File: src/can_ctl_defines.svh
`ifndef CAN_CTL_DEFINES_SVH
`define CAN_CTL_DEFINES_SVH
// Register word addresses on the plain port
`define ADDR_MODE_CONTROL     4'h0
`define ADDR_NET_COMPARE      4'h1
`define ADDR_IRQ_CODE         4'h2
`define ADDR_FIFO_SETUP       4'h3
`define ADDR_FIFO_POINTERS    4'h4
`define ADDR_IRQ_FLAGS        4'h5
`define ADDR_IRQ_ENABLES      4'h6
`define ADDR_ERROR_COUNTERS   4'h7
// Field positions
`define F_ABORT_ALL           12
`define F_REQ_MODE_LO         8
`define F_CUR_MODE_LO         5
// Reset values
`define RST_MODE              3'h4
// Idle recessive bits needed before a mode switch
`define IDLE_BITS             4'hb
`define DATA_COMPARE_LENGTH_MAX             5'h11
`endif

File: src/can_ctl_pkg.sv
package can_ctl_pkg;
  // Operating mode codes
  typedef enum logic [2:0] {
    MODE_NORMAL  = 3'h0,
    MODE_DISABLE = 3'h1,
    MODE_LOOP    = 3'h2,
    MODE_LISTEN  = 3'h3,
    MODE_CONFIG  = 3'h4,
    MODE_ALL     = 3'h7
  } can_mode_t;
  // Hardware event strobes, one per flag, bit order as the flag register
  typedef struct packed {
    logic invalid_msg;
    logic wakeup;
    logic error;
    logic fifo_almost_full;
    logic rx_overflow;
    logic rx_buffer;
    logic tx_buffer;
  } can_events_t;
  // Error-state status
  typedef struct packed {
    logic tx_bus_off;
    logic tx_bus_passive;
    logic rx_bus_passive;
    logic tx_warning;
    logic rx_warning;
  } err_state_t;
endpackage

File: src/can_ctl.sv
`timescale 1ns/1ps
`include "can_ctl_defines.svh"
// How it works
// - Loopback ties internal transmit to receive
// - Loopback releases the transmit bus pin
// - Abort-all bit self-clears after all aborted
// - Requested mode field uses documented codes
// - Current mode reads back; resets to configuration
// - Data compare length field, high codes invalid
// - FIFO start buffer field, 0 to 31
// - Flags set by hardware, cleared writing zero
// - Each flag has an enable bit
// - Error counters: tx high, rx low
// - Mode change waits eleven idle recessive bits
// - Configuration clears counters, stops traffic
// - Listen-only: no error flags, no ack
module can_ctl (
  input  wire logic                    ref_clk,
  input  wire logic                    rst_n,
  input  wire logic [3:0]              reg_addr,
  input  wire logic [15:0]             reg_wdata,
  input  wire logic                    reg_wr,
  input  wire logic                    reg_rd,
  output logic      [15:0]             reg_rdata,
  input  wire logic                    bit_tick,
  input  wire logic                    can_rx_pin,
  output logic                         can_tx_out,
  output logic                         can_tx_oe_n,
  output logic                         core_rx,
  input  wire logic                    core_tx,
  input  wire logic                    core_busy,
  output logic                         core_tx_enable,
  output logic                         core_rx_enable,
  output logic                         core_send_err_ack,
  output logic                         abort_req,
  input  wire logic                    abort_done,
  input  wire can_ctl_pkg::can_events_t events,
  input  wire can_ctl_pkg::err_state_t  err_state,
  input  wire logic                    tx_err_inc,
  input  wire logic                    rx_err_inc,
  output logic                         irq
);
  import can_ctl_pkg::*;

  // Pin synchroniser; first stage is read only by the second
  logic rx_meta_q;
  logic rx_sync_q;
  always_ff @(posedge ref_clk or negedge rst_n) begin
    if (!rst_n) begin
      rx_meta_q <= 1'b1;
      rx_sync_q <= 1'b1;
    end else begin
      rx_meta_q <= can_rx_pin;
      rx_sync_q <= rx_meta_q;
    end
  end

  // Register state
  can_mode_t   req_mode_q;       // Requested mode
  can_mode_t   cur_mode_q;       // Mode in effect
  logic        abort_q;          // Abort-all request
  logic [4:0]  data_compare_length_q;          // Data compare length
  logic [4:0]  fifo_start_q;     // First FIFO buffer
  logic [6:0]  flags_q;          // Sticky event flags
  logic [6:0]  enables_q;        // Flag enables
  logic [7:0]  tx_err_q;         // Transmit error count
  logic [7:0]  rx_err_q;         // Receive error count
  logic [3:0]  idle_cnt_q;       // Recessive bit run length
  logic [6:0]  irq_code;         // Highest-priority pending code
  logic        wr_mode;
  logic        bus_idle;
  logic        any_warning;
  can_events_t ev;

  assign wr_mode = reg_wr && (reg_addr == `ADDR_MODE_CONTROL);
  assign any_warning = err_state.tx_warning | err_state.rx_warning;
  assign bus_idle = (idle_cnt_q >= `IDLE_BITS) && !core_busy;

  // Loopback feeds transmit to receive; transmit pin released in every mode but MODE_NORMAL and MODE_ALL
  always_comb begin
    core_rx = (cur_mode_q == MODE_LOOP) ? core_tx : rx_sync_q;
    can_tx_out = core_tx;
    can_tx_oe_n = !(cur_mode_q == MODE_NORMAL || cur_mode_q == MODE_ALL);
  end

  // Traffic permissions follow the mode in effect
  always_comb begin
    core_tx_enable = (cur_mode_q == MODE_NORMAL) || (cur_mode_q == MODE_LOOP)
                     || (cur_mode_q == MODE_ALL);
    core_rx_enable = (cur_mode_q != MODE_CONFIG) && (cur_mode_q != MODE_DISABLE);
    core_send_err_ack = core_tx_enable;
  end

  // Count recessive bits on the receive path; any dominant bit restarts it
  always_ff @(posedge ref_clk or negedge rst_n) begin
    if (!rst_n) begin
      idle_cnt_q <= 4'h0;
    end else if (!core_rx) begin
      idle_cnt_q <= 4'h0;
    end else if (bit_tick && idle_cnt_q < `IDLE_BITS) begin
      idle_cnt_q <= idle_cnt_q + 4'h1;
    end
  end

  // Requested mode; reserved codes are ignored so the request stays valid
  always_ff @(posedge ref_clk or negedge rst_n) begin
    if (!rst_n) begin
      req_mode_q <= MODE_CONFIG;
    end else if (wr_mode) begin
      case (reg_wdata[`F_REQ_MODE_LO +: 3])
        3'h0, 3'h1, 3'h2, 3'h3, 3'h4, 3'h7: begin
          req_mode_q <= can_mode_t'(reg_wdata[`F_REQ_MODE_LO +: 3]);
        end
        default: begin
          req_mode_q <= req_mode_q;
        end
      endcase
    end
  end

  // Mode switch only on an idle bus
  always_ff @(posedge ref_clk or negedge rst_n) begin
    if (!rst_n) begin
      cur_mode_q <= MODE_CONFIG;
    end else if (req_mode_q != cur_mode_q && bus_idle) begin
      cur_mode_q <= req_mode_q;
    end
  end

  // Abort-all: set by software, cleared by hardware when done
  always_ff @(posedge ref_clk or negedge rst_n) begin
    if (!rst_n) begin
      abort_q <= 1'b0;
    end else if (wr_mode && reg_wdata[`F_ABORT_ALL]) begin
      abort_q <= 1'b1;
    end else if (abort_done) begin
      abort_q <= 1'b0;
    end
  end
  assign abort_req = abort_q;

  // Compare length and FIFO start; invalid compare lengths are refused
  always_ff @(posedge ref_clk or negedge rst_n) begin
    if (!rst_n) begin
      data_compare_length_q <= 5'h0;
      fifo_start_q <= 5'h0;
    end else begin
      if (reg_wr && reg_addr == `ADDR_NET_COMPARE && reg_wdata[4:0] <= `DATA_COMPARE_LENGTH_MAX) begin
        data_compare_length_q <= reg_wdata[4:0];
      end
      if (reg_wr && reg_addr == `ADDR_FIFO_SETUP) begin
        fifo_start_q <= reg_wdata[4:0];
      end
    end
  end

  // Error flag raised on entering an error state while none is active
  logic err_any;
  logic err_any_q;
  assign err_any = |err_state;
  always_ff @(posedge ref_clk or negedge rst_n) begin
    if (!rst_n) begin
      err_any_q <= 1'b0;
    end else begin
      err_any_q <= err_any;
    end
  end
  always_comb begin
    ev = events;
    ev.error = events.error | (err_any & !err_any_q);
  end

  // Sticky flags; a set in the clearing cycle wins
  always_ff @(posedge ref_clk or negedge rst_n) begin
    if (!rst_n) begin
      flags_q <= 7'h0;
    end else if (reg_wr && reg_addr == `ADDR_IRQ_FLAGS) begin
      flags_q <= (flags_q & {reg_wdata[7:5], reg_wdata[3:0]}) | ev;
    end else begin
      flags_q <= flags_q | ev;
    end
  end

  // Enables
  always_ff @(posedge ref_clk or negedge rst_n) begin
    if (!rst_n) begin
      enables_q <= 7'h0;
    end else if (reg_wr && reg_addr == `ADDR_IRQ_ENABLES) begin
      enables_q <= {reg_wdata[7:5], reg_wdata[3:0]};
    end
  end

  assign irq = |(flags_q & enables_q);

  // Error counters: cleared in configuration, frozen when not active
  always_ff @(posedge ref_clk or negedge rst_n) begin
    if (!rst_n) begin
      tx_err_q <= 8'h00;
      rx_err_q <= 8'h00;
    end else if (cur_mode_q == MODE_CONFIG) begin
      tx_err_q <= 8'h00;
      rx_err_q <= 8'h00;
    end else if (cur_mode_q != MODE_LISTEN && cur_mode_q != MODE_DISABLE) begin
      if (tx_err_inc && tx_err_q != 8'hff) begin
        tx_err_q <= tx_err_q + 8'h01;
      end
      if (rx_err_inc && rx_err_q != 8'hff) begin
        rx_err_q <= rx_err_q + 8'h01;
      end
    end
  end

  // Interrupt code: pending flag with its own code, error first, enabled or not
  // Buffer and invalid-message events need buffer numbers this block never sees
  always_comb begin
    irq_code = 7'h40;
    if (flags_q[3]) irq_code = 7'h44;
    if (flags_q[2]) irq_code = 7'h43;
    if (flags_q[5]) irq_code = 7'h42;
    if (flags_q[4]) irq_code = 7'h41;
  end

  // Read data, one cycle after the strobe; unmapped reads zero
  always_ff @(posedge ref_clk or negedge rst_n) begin
    if (!rst_n) begin
      reg_rdata <= 16'h0000;
    end else if (reg_rd) begin
      case (reg_addr)
        `ADDR_MODE_CONTROL: begin
          reg_rdata <= {3'h0, abort_q, 1'b0, req_mode_q, cur_mode_q, 5'h00};
        end
        `ADDR_NET_COMPARE: begin
          reg_rdata <= {11'h000, data_compare_length_q};
        end
        `ADDR_IRQ_CODE: begin
          reg_rdata <= {9'h000, irq_code};
        end
        `ADDR_FIFO_SETUP: begin
          reg_rdata <= {11'h000, fifo_start_q};
        end
        `ADDR_IRQ_FLAGS: begin
          reg_rdata <= {2'h0, err_state, any_warning, flags_q[6:4], 1'b0, flags_q[3:0]};
        end
        `ADDR_IRQ_ENABLES: begin
          reg_rdata <= {8'h00, enables_q[6:4], 1'b0, enables_q[3:0]};
        end
        `ADDR_ERROR_COUNTERS: begin
          reg_rdata <= {tx_err_q, rx_err_q};
        end
        default: begin
          reg_rdata <= 16'h0000;
        end
      endcase
    end else begin
      reg_rdata <= 16'h0000;
    end
  end

  // Assertions
  property p_loop;
    @(posedge ref_clk) disable iff (!rst_n)
    (cur_mode_q == MODE_LOOP) |-> (core_rx == core_tx) && can_tx_oe_n;
  endproperty
  a_loop: assert property (p_loop) else $error("loopback path wrong");
  property p_mode_wait;
    @(posedge ref_clk) disable iff (!rst_n)
    $changed(cur_mode_q) |-> $past(bus_idle);
  endproperty
  a_mode_wait: assert property (p_mode_wait) else $error("mode changed on busy bus");
  property p_cfg_clear;
    @(posedge ref_clk) disable iff (!rst_n)
    (cur_mode_q == MODE_CONFIG) |=> (tx_err_q == 8'h00 && rx_err_q == 8'h00);
  endproperty
  a_cfg_clear: assert property (p_cfg_clear) else $error("counters not cleared");
  property p_listen;
    @(posedge ref_clk) disable iff (!rst_n)
    (cur_mode_q == MODE_LISTEN) |-> !core_send_err_ack ##1 ($stable(tx_err_q) && $stable(rx_err_q));
  endproperty
  a_listen: assert property (p_listen) else $error("listen-only not passive");
  property p_irq;
    @(posedge ref_clk) disable iff (!rst_n)
    irq == |(flags_q & enables_q);
  endproperty
  a_irq: assert property (p_irq) else $error("irq mismatch");
  property p_set_wins;
    @(posedge ref_clk) disable iff (!rst_n)
    ev.wakeup |=> flags_q[5];
  endproperty
  a_set_wins: assert property (p_set_wins) else $error("event lost");
  property p_abort;
    @(posedge ref_clk) disable iff (!rst_n)
    (abort_q && abort_done && !wr_mode) |=> !abort_q;
  endproperty
  a_abort: assert property (p_abort) else $error("abort not cleared");
  property p_data_compare_length;
    @(posedge ref_clk) disable iff (!rst_n)
    data_compare_length_q <= `DATA_COMPARE_LENGTH_MAX;
  endproperty
  a_data_compare_length: assert property (p_data_compare_length) else $error("invalid compare length");
  c_loop: cover property (@(posedge ref_clk) cur_mode_q == MODE_LOOP);
  c_normal: cover property (@(posedge ref_clk) cur_mode_q == MODE_NORMAL);
  c_irq: cover property (@(posedge ref_clk) $rose(irq));
endmodule

File: config.mk
export PLATFORM = sky130hd
export DESIGN_NAME = can_ctl
export DESIGN_NICKNAME = d
export VERILOG_FILES = /design/src/can_ctl_pkg.sv /design/src/can_ctl.sv
export VERILOG_INCLUDE_DIRS = /design/src
export SDC_FILE = /design/constraint.sdc
export NUM_CORES = 1
export LEC_CHECK = 0
export BUFFER_PORTS_ARGS = -buffer_cell sky130_fd_sc_hd__buf_2
export CORE_ASPECT_RATIO = 0.6
export CORE_UTILIZATION = 43
export CTS_CLUSTER_DIAMETER = 150
export DETAILED_ROUTE_END_ITERATION = 8
export GPL_ROUTABILITY_DRIVEN = 0
export PLACE_DENSITY = 0.7
export SYNTH_ARGS = -nofsm -noshare
export SYNTH_HDL_FRONTEND = slang
export SYNTH_SLANG_ARGS = --single-unit
File: constraint.sdc
create_clock -name ref_clk -period 3.2 [get_ports ref_clk]
set_input_delay 0 -clock ref_clk [delete_from_list [all_inputs] [get_ports ref_clk]]
set_output_delay 0 -clock ref_clk [all_outputs]
set_load 0.01 [all_outputs]
# Word-level counts from Yosys, hierarchy flattened
# Index checks and enable logic that the tools add are counted.
classes:
  mux: 18
  n_eq_ne: 21
  n_addsub: 3
  n_reduce_logical: 33
  magnitude_cmp: 3
  bitwise: 7
ops:
  columns: ["operator", "n"]
  rows:
  - ["one-hot mux 16 bit (7 select lines)", 1]
  - ["two-way mux 8 bit", 6]
  - ["two-way mux 7 bit", 4]
  - ["adder 8 x 1 -> 8 bit, second input constant", 2]
  - ["two-way mux 16 bit", 1]
  - ["!= test 8 bit, second input constant", 2]
  - ["bitwise AND 7 bit", 2]
  - ["logical AND 1 bit", 14]
  - ["bitwise OR 7 bit", 2]
  - ["== test 3 bit, second input constant", 4]
  - ["== test 4 x 3 -> 1 bit, second input constant", 3]
  - ["== test 3 x 2 -> 1 bit, second input constant", 3]
  - ["== test 4 x 2 -> 1 bit, second input constant", 2]
  - ["two-way mux 4 bit", 2]
  - ["nonzero test 2 bit", 4]
  - ["OR reduction 7 bit", 1]
  - ["zero test 3 bit", 2]
  - ["AND reduction 2 bit", 3]
  - ["OR reduction 6 bit", 1]
  - ["<= comparator 5 bit, second input constant", 1]
  - ["OR reduction 5 bit", 1]
  - ["adder 4 x 1 -> 4 bit, second input constant", 1]
  - ["== test 4 x 1 -> 1 bit, second input constant", 1]
  - ["greater-or-equal comparator 4 bit, second input constant", 1]
  - ["14 further kinds", 21]
word_totals:
  elab_cells: 99
  reg_bits: 70
  out_inout_bits: 24
  in_bits: 43

# Depth between registers and ports, before layout
logic_depth:
  word_depth: 6
  depth_mapped: 6
  ltp_nobuf: 5

# Worst setup path before layout
# OpenSTA, ideal clock, no wires.
synth_path:
  path_kind: "register to register"
  startpoint: "register cur_mode_q[2]"
  endpoint: "register tx_err_q[6]"
  setup_time_ns: 0.066
  n_path_buf: 1
  path_slack_ns: 1.595
  period_less_slack_ns: 1.605
  required_ns: 3.134
  path_stages_with_launch: 6
  arrival_ns: 1.539
  cell_sequence: "dfstp_2 -> clkbuf_1 -> nor2b_1 -> nand4bb_1 -> or4_1 -> nand2_1"
synth_via:
  elab_chain_cells: 4
  word_cells_on_any_way: 8
  classes_between: "eq/ne: 3; mux: 1; reduce/logical: 4"
synth_lines:
  columns: ["element", "line", "rtl"]
  rows:
  - ["start: declaration", "can_ctl.sv:60", "can_mode_t cur_mode_q;"]
  - ["start signal: assignment", "can_ctl.sv:126", "cur_mode_q <= req_mode_q;"]
  - ["!= test 3 x 2 -> 1 bit / != test 3 x 1 -> 1 bit (equally long branches)", "can_ctl.sv:203", "end else if (cur_mode_q != MODE_LISTEN && cur_mode_q != MODE_DISABLE) begin"]
  - ["logical AND 1 bit", "can_ctl.sv:203", null]
  - ["nonzero test 2 bit (no source line)", null, null]
  - ["AND reduction 2 bit (no source line)", null, null]
  - ["end signal: assignment", "can_ctl.sv:205", "tx_err_q <= tx_err_q + 8'h01;"]
  - ["end: declaration", "can_ctl.sv:66", "logic [7:0] tx_err_q;"]
# Several ways; a longest one is shown, not always the timed one.
# A chain may end at the register's enable or synchronous reset.

# Final worst setup path
layout_path:
  startpoint: "register cur_mode_q[2]"
  endpoint: "register tx_err_q[5]"
# The elaborated chain is that of the path after synthesis.

==> Implementation_results.wiki <==
{| class="wikitable"
! Metric !! Value
|-
| Status || completed
|-
| Startpoint of the most critical hold path || reg_wdata[2]
|-
| Signal arrival time at the worst endpoint || 2.28 ns
|-
| Setup slack, reg-to-reg || 1.17 ns
|-
| Worst min-delay path endpoint || enables_q[2]
|-
| Crit path max fanout || 11
|-
| Slowest library cell on the worst path || dfstp_2
|-
| Standard-cell rows || 24
|-
| Setup TNS Final || 0 ns
|-
| Clock tree skew after final layout || 0.00695 ns
|-
| Number of clock sinks seen by CTS || 70
|-
| Top-level port count || 67
|-
| Worst stage delay on the critical path || 0.64 ns
|-
| Worst path required time || 3.46 ns
|-
| PwrDens || 589 mW/mm²
|-
| Number of inserted diodes || 0
|-
| Detailed-routing iteration count for the pre-antenna-repair pass || 5
|-
| Maximum Capacitance Violations || 0
|-
| Flip-flop and latch count after synthesis || 70
|-
| Critical path class || reg2reg
|-
| Cell chosen for the clock root || clkbuf_16
|-
| Wire length of the first global-routing pass || 14.1 mm
|-
| Reg-to-reg endpoint || tx_err_q[5]
|-
| Cell variety after synth || 53
|-
| TritonCTS Buffers || 9
|-
| Vias after detailed routing || 2919
|-
| Worst slew slack as a fraction of its limit || 0.234
|-
| Reg-to-Reg Start || cur_mode_q[2]
|-
| # resized after CTS || 0
|-
| Static power due to leakage || 0.00192 µW
|-
| List of cells traversed by the critical path || nand2b_1 > o211ai_1 > or4_1 > a21oi_1
|-
| Cells after synthesis || 315
|-
| Die Area || 0.00830 mm²
|-
| Net count reported at finish || 453
|-
| WL/cell || 17.4 µm
|-
| Largest net degree at the start of global routing || 42
|-
| Final Setup Violations || 0
|-
| Number of synthesis warnings || 0
|-
| Number of slew-limit violations in the final report || 0
|-
| Via count normalized by instance count || 5.66
|-
| Layout Area Growth over Synthesis || 29.5%
|-
| Hold Path Cell Cnt || 2
|-
| Most common flop cell mapped by yosys || dfrtp_1
|-
| Clock network latency to the later pin of the worst-skew pair || 0.34 ns
|-
| DP Wirelength || 6.45 mm
|-
| Starting density of the core || 0.456
|-
| CTS tree || yes
|-
| Total detailed-routing wirelength || 8.98 mm
|-
| Antenna viol nets, final || 0
|-
| Placeable core area || 0.00748 mm²
|-
| Transition time of the tightest slew-check pin || 1.15 ns
|-
| Share of layout cells above drive strength 1 || 0.277
|-
| Maximum level of the CTS H-tree || 3
|-
| Die Height || 71.0 µm
|-
| Endpoint class of the critical path || register
|-
| Number of enable flip-flop cells after synthesis || 0
|-
| Critical path startpoint || cur_mode_q[2]
|-
| Tightest hold margin || 0.0107 ns
|-
| Setup crit start kind || register
|-
| DRC || 0
|-
| Commonest non-fill, non-tap cells in the layout || dfrtp_1 (66), buf_2 (62), dlygate4sd3_1 (31)
|-
| Most common cell after layout, fill and taps aside || dfrtp_1
|-
| Tmin final || 2.03 ns
|-
| Global Route Usage Sum || 0.234
|-
| RSZ-0062 raised after global routing || no
|-
| Sequential-to-total area share from yosys stat || 0.515
|-
| Async SR Flop Fraction || 1.00
|-
| DIE WIDTH || 117 µm
|-
| Initial antenna violation count || 0
|-
| Number of nets produced by synthesis || 361
|-
| Number of hold violations in the final report || 0
|-
| Mean instance size in the synthesized netlist || 10.8 µm²
|-
| IR drop worst, VDD || 0.271 mV
|-
| R2r worst-path depth || 4
|-
| Number of design-rule violations left by the first detailed-router iteration || 252
|-
| Clock-pin slew on the worst setup and hold paths || 0.06 ns
|-
| Mapped cell area || 0.00341 mm²
|-
| Port Buffer Count || 62
|-
| Via count of the first global-routing pass || 2709
|-
| Maximum number of buffers from clock root to sink || 2
|-
| Period utilization || 0.633
|-
| Congestion Overflow GR || 0
|-
| Fmax || 494 MHz
|-
| Worst hold-check path type || in2reg
|}
per-layer routing:
metal / vias up / routed length [µm] / global-route usage
li1: 1354 / - / -
met1: 1437 / 4580 / 0.355
met2: 121 / 3640 / 0.318
met3: 7 / 704 / 0.0737
met4: 0 / 57 / 0.0675
met5: - / 0 / 0
through the flow:
stage | util | total power, µW | setup slack, ns | instance area (µm²) | std cells
detailed placement | 0.507 | 1530 | 1.22 | 3790 | 469
CTS | 0.591 | 2620 | 1.20 | 4420 | 516
global route | 0.591 | 2720 | 0.979 | 4420 | 516
floorplan | - | 1380 | 1.60 | 3410 | 315
global placement | 0.507 | 1510 | 1.28 | 3790 | 469
finish | 0.591 | 2600 | 1.17 | 4420 | 516
synth_stat cells (4+ instances only):
cell type | instances | share of area
dfrtp_1 | 66 | 0.48
a21oi_1 | 20 | 0.029
mux2_2 | 20 | 0.066
nor2_1 | 20 | 0.022
nand2_1 | 18 | 0.020
a22oi_1 | 16 | 0.035
nand3_1 | 15 | 0.022
o21ai_0 | 14 | 0.021
inv_1 | 10 | 0.011
buf_2 | 7 | 0.010
nand2b_1 | 6 | 0.011
nor2b_1 | 6 | 0.011
or4_1 | 6 | 0.013
mux2i_1 | 5 | 0.015
o31ai_1 | 5 | 0.011
xor2_1 | 5 | 0.013
a31oi_1 | 4 | 0.0073
buf_4 | 4 | 0.0088
dfstp_2 | 4 | 0.031
nand4_1 | 4 | 0.0073
nor3_1 | 4 | 0.0059
or3_1 | 4 | 0.0073
how the worst max path moves through the flow:
stage / endpoint / slack (ns) / cells past startpoint
CTS: tx_err_q[5] / 1.20 / 4
global placement: tx_err_q[7] / 1.28 / 4
floorplan: tx_err_q[6] / 1.60 / 5
finish: tx_err_q[5] / 1.17 / 4
detailed placement: tx_err_q[5] / 1.22 / 4
global route: tx_err_q[7] / 0.98 / 4
cell type report:
cell class                      count  area (µm²)
Inverter                           10        37.5
Clock inverter                      6        86.3
Tap cell                          104         130
Timing Repair Buffer               95         636
Multi-Input combinational cell    221        1540
Sequential cell                    70        1760
Fill cell                         640        3060
Clock buffer                       10         229
where the power goes:
group / total [µW] / switching (µW) / leakage (µW) / internal (µW)
combinational: 373 / 184 / 0.000901 / 188
clock: 1060 / 376 / 0.000152 / 680
sequential: 1170 / 152 / 0.000865 / 1020
total: 2600 / 712 / 0.00192 / 1890
logic make-up (layout without fill, tap and decap cells):
kind of cell / count (synthesis) / count (layout) / synth area share
and+or+nand+nor: 104 / 104 / 0.178
buffers and inverters: 24 / 121 / 0.0356
adders and majority gates: 3 / 3 / 0.0110
xor gates and xnor gates: 7 / 7 / 0.0180
muxes: 25 / 25 / 0.0807
AOI/OAI and AO/OA: 82 / 82 / 0.162
DFF: 70 / 70 / 0.515
what timing repair did:
action	CTS	global route
hold buffers	31	0
setup buffers	0	0
hold endpoints to repair	72	0
registers in the layout, summed over array words and instances (netlist names), 3 cells and up:
| register | cells |
|---|---|
| idle_cnt_q | 4 |
| rx_err_q | 8 |
| fifo_start_q | 5 |
| reg_rdata | 16 |
| cur_mode_q | 3 |
| req_mode_q | 3 |
| enables_q | 7 |
| data_compare_length_q | 5 |
| tx_err_q | 8 |
| flags_q | 7 |
worst max-delay path: cells and delay by family (launching register included):
| kind | cells | cell delay (ns) |
|---|---|---|
| simple gates | 2 | 0.86 |
| compound gates | 2 | 0.45 |
| flops | 1 | 0.64 |
No activity file was read; power rests on OpenSTA's default activity.
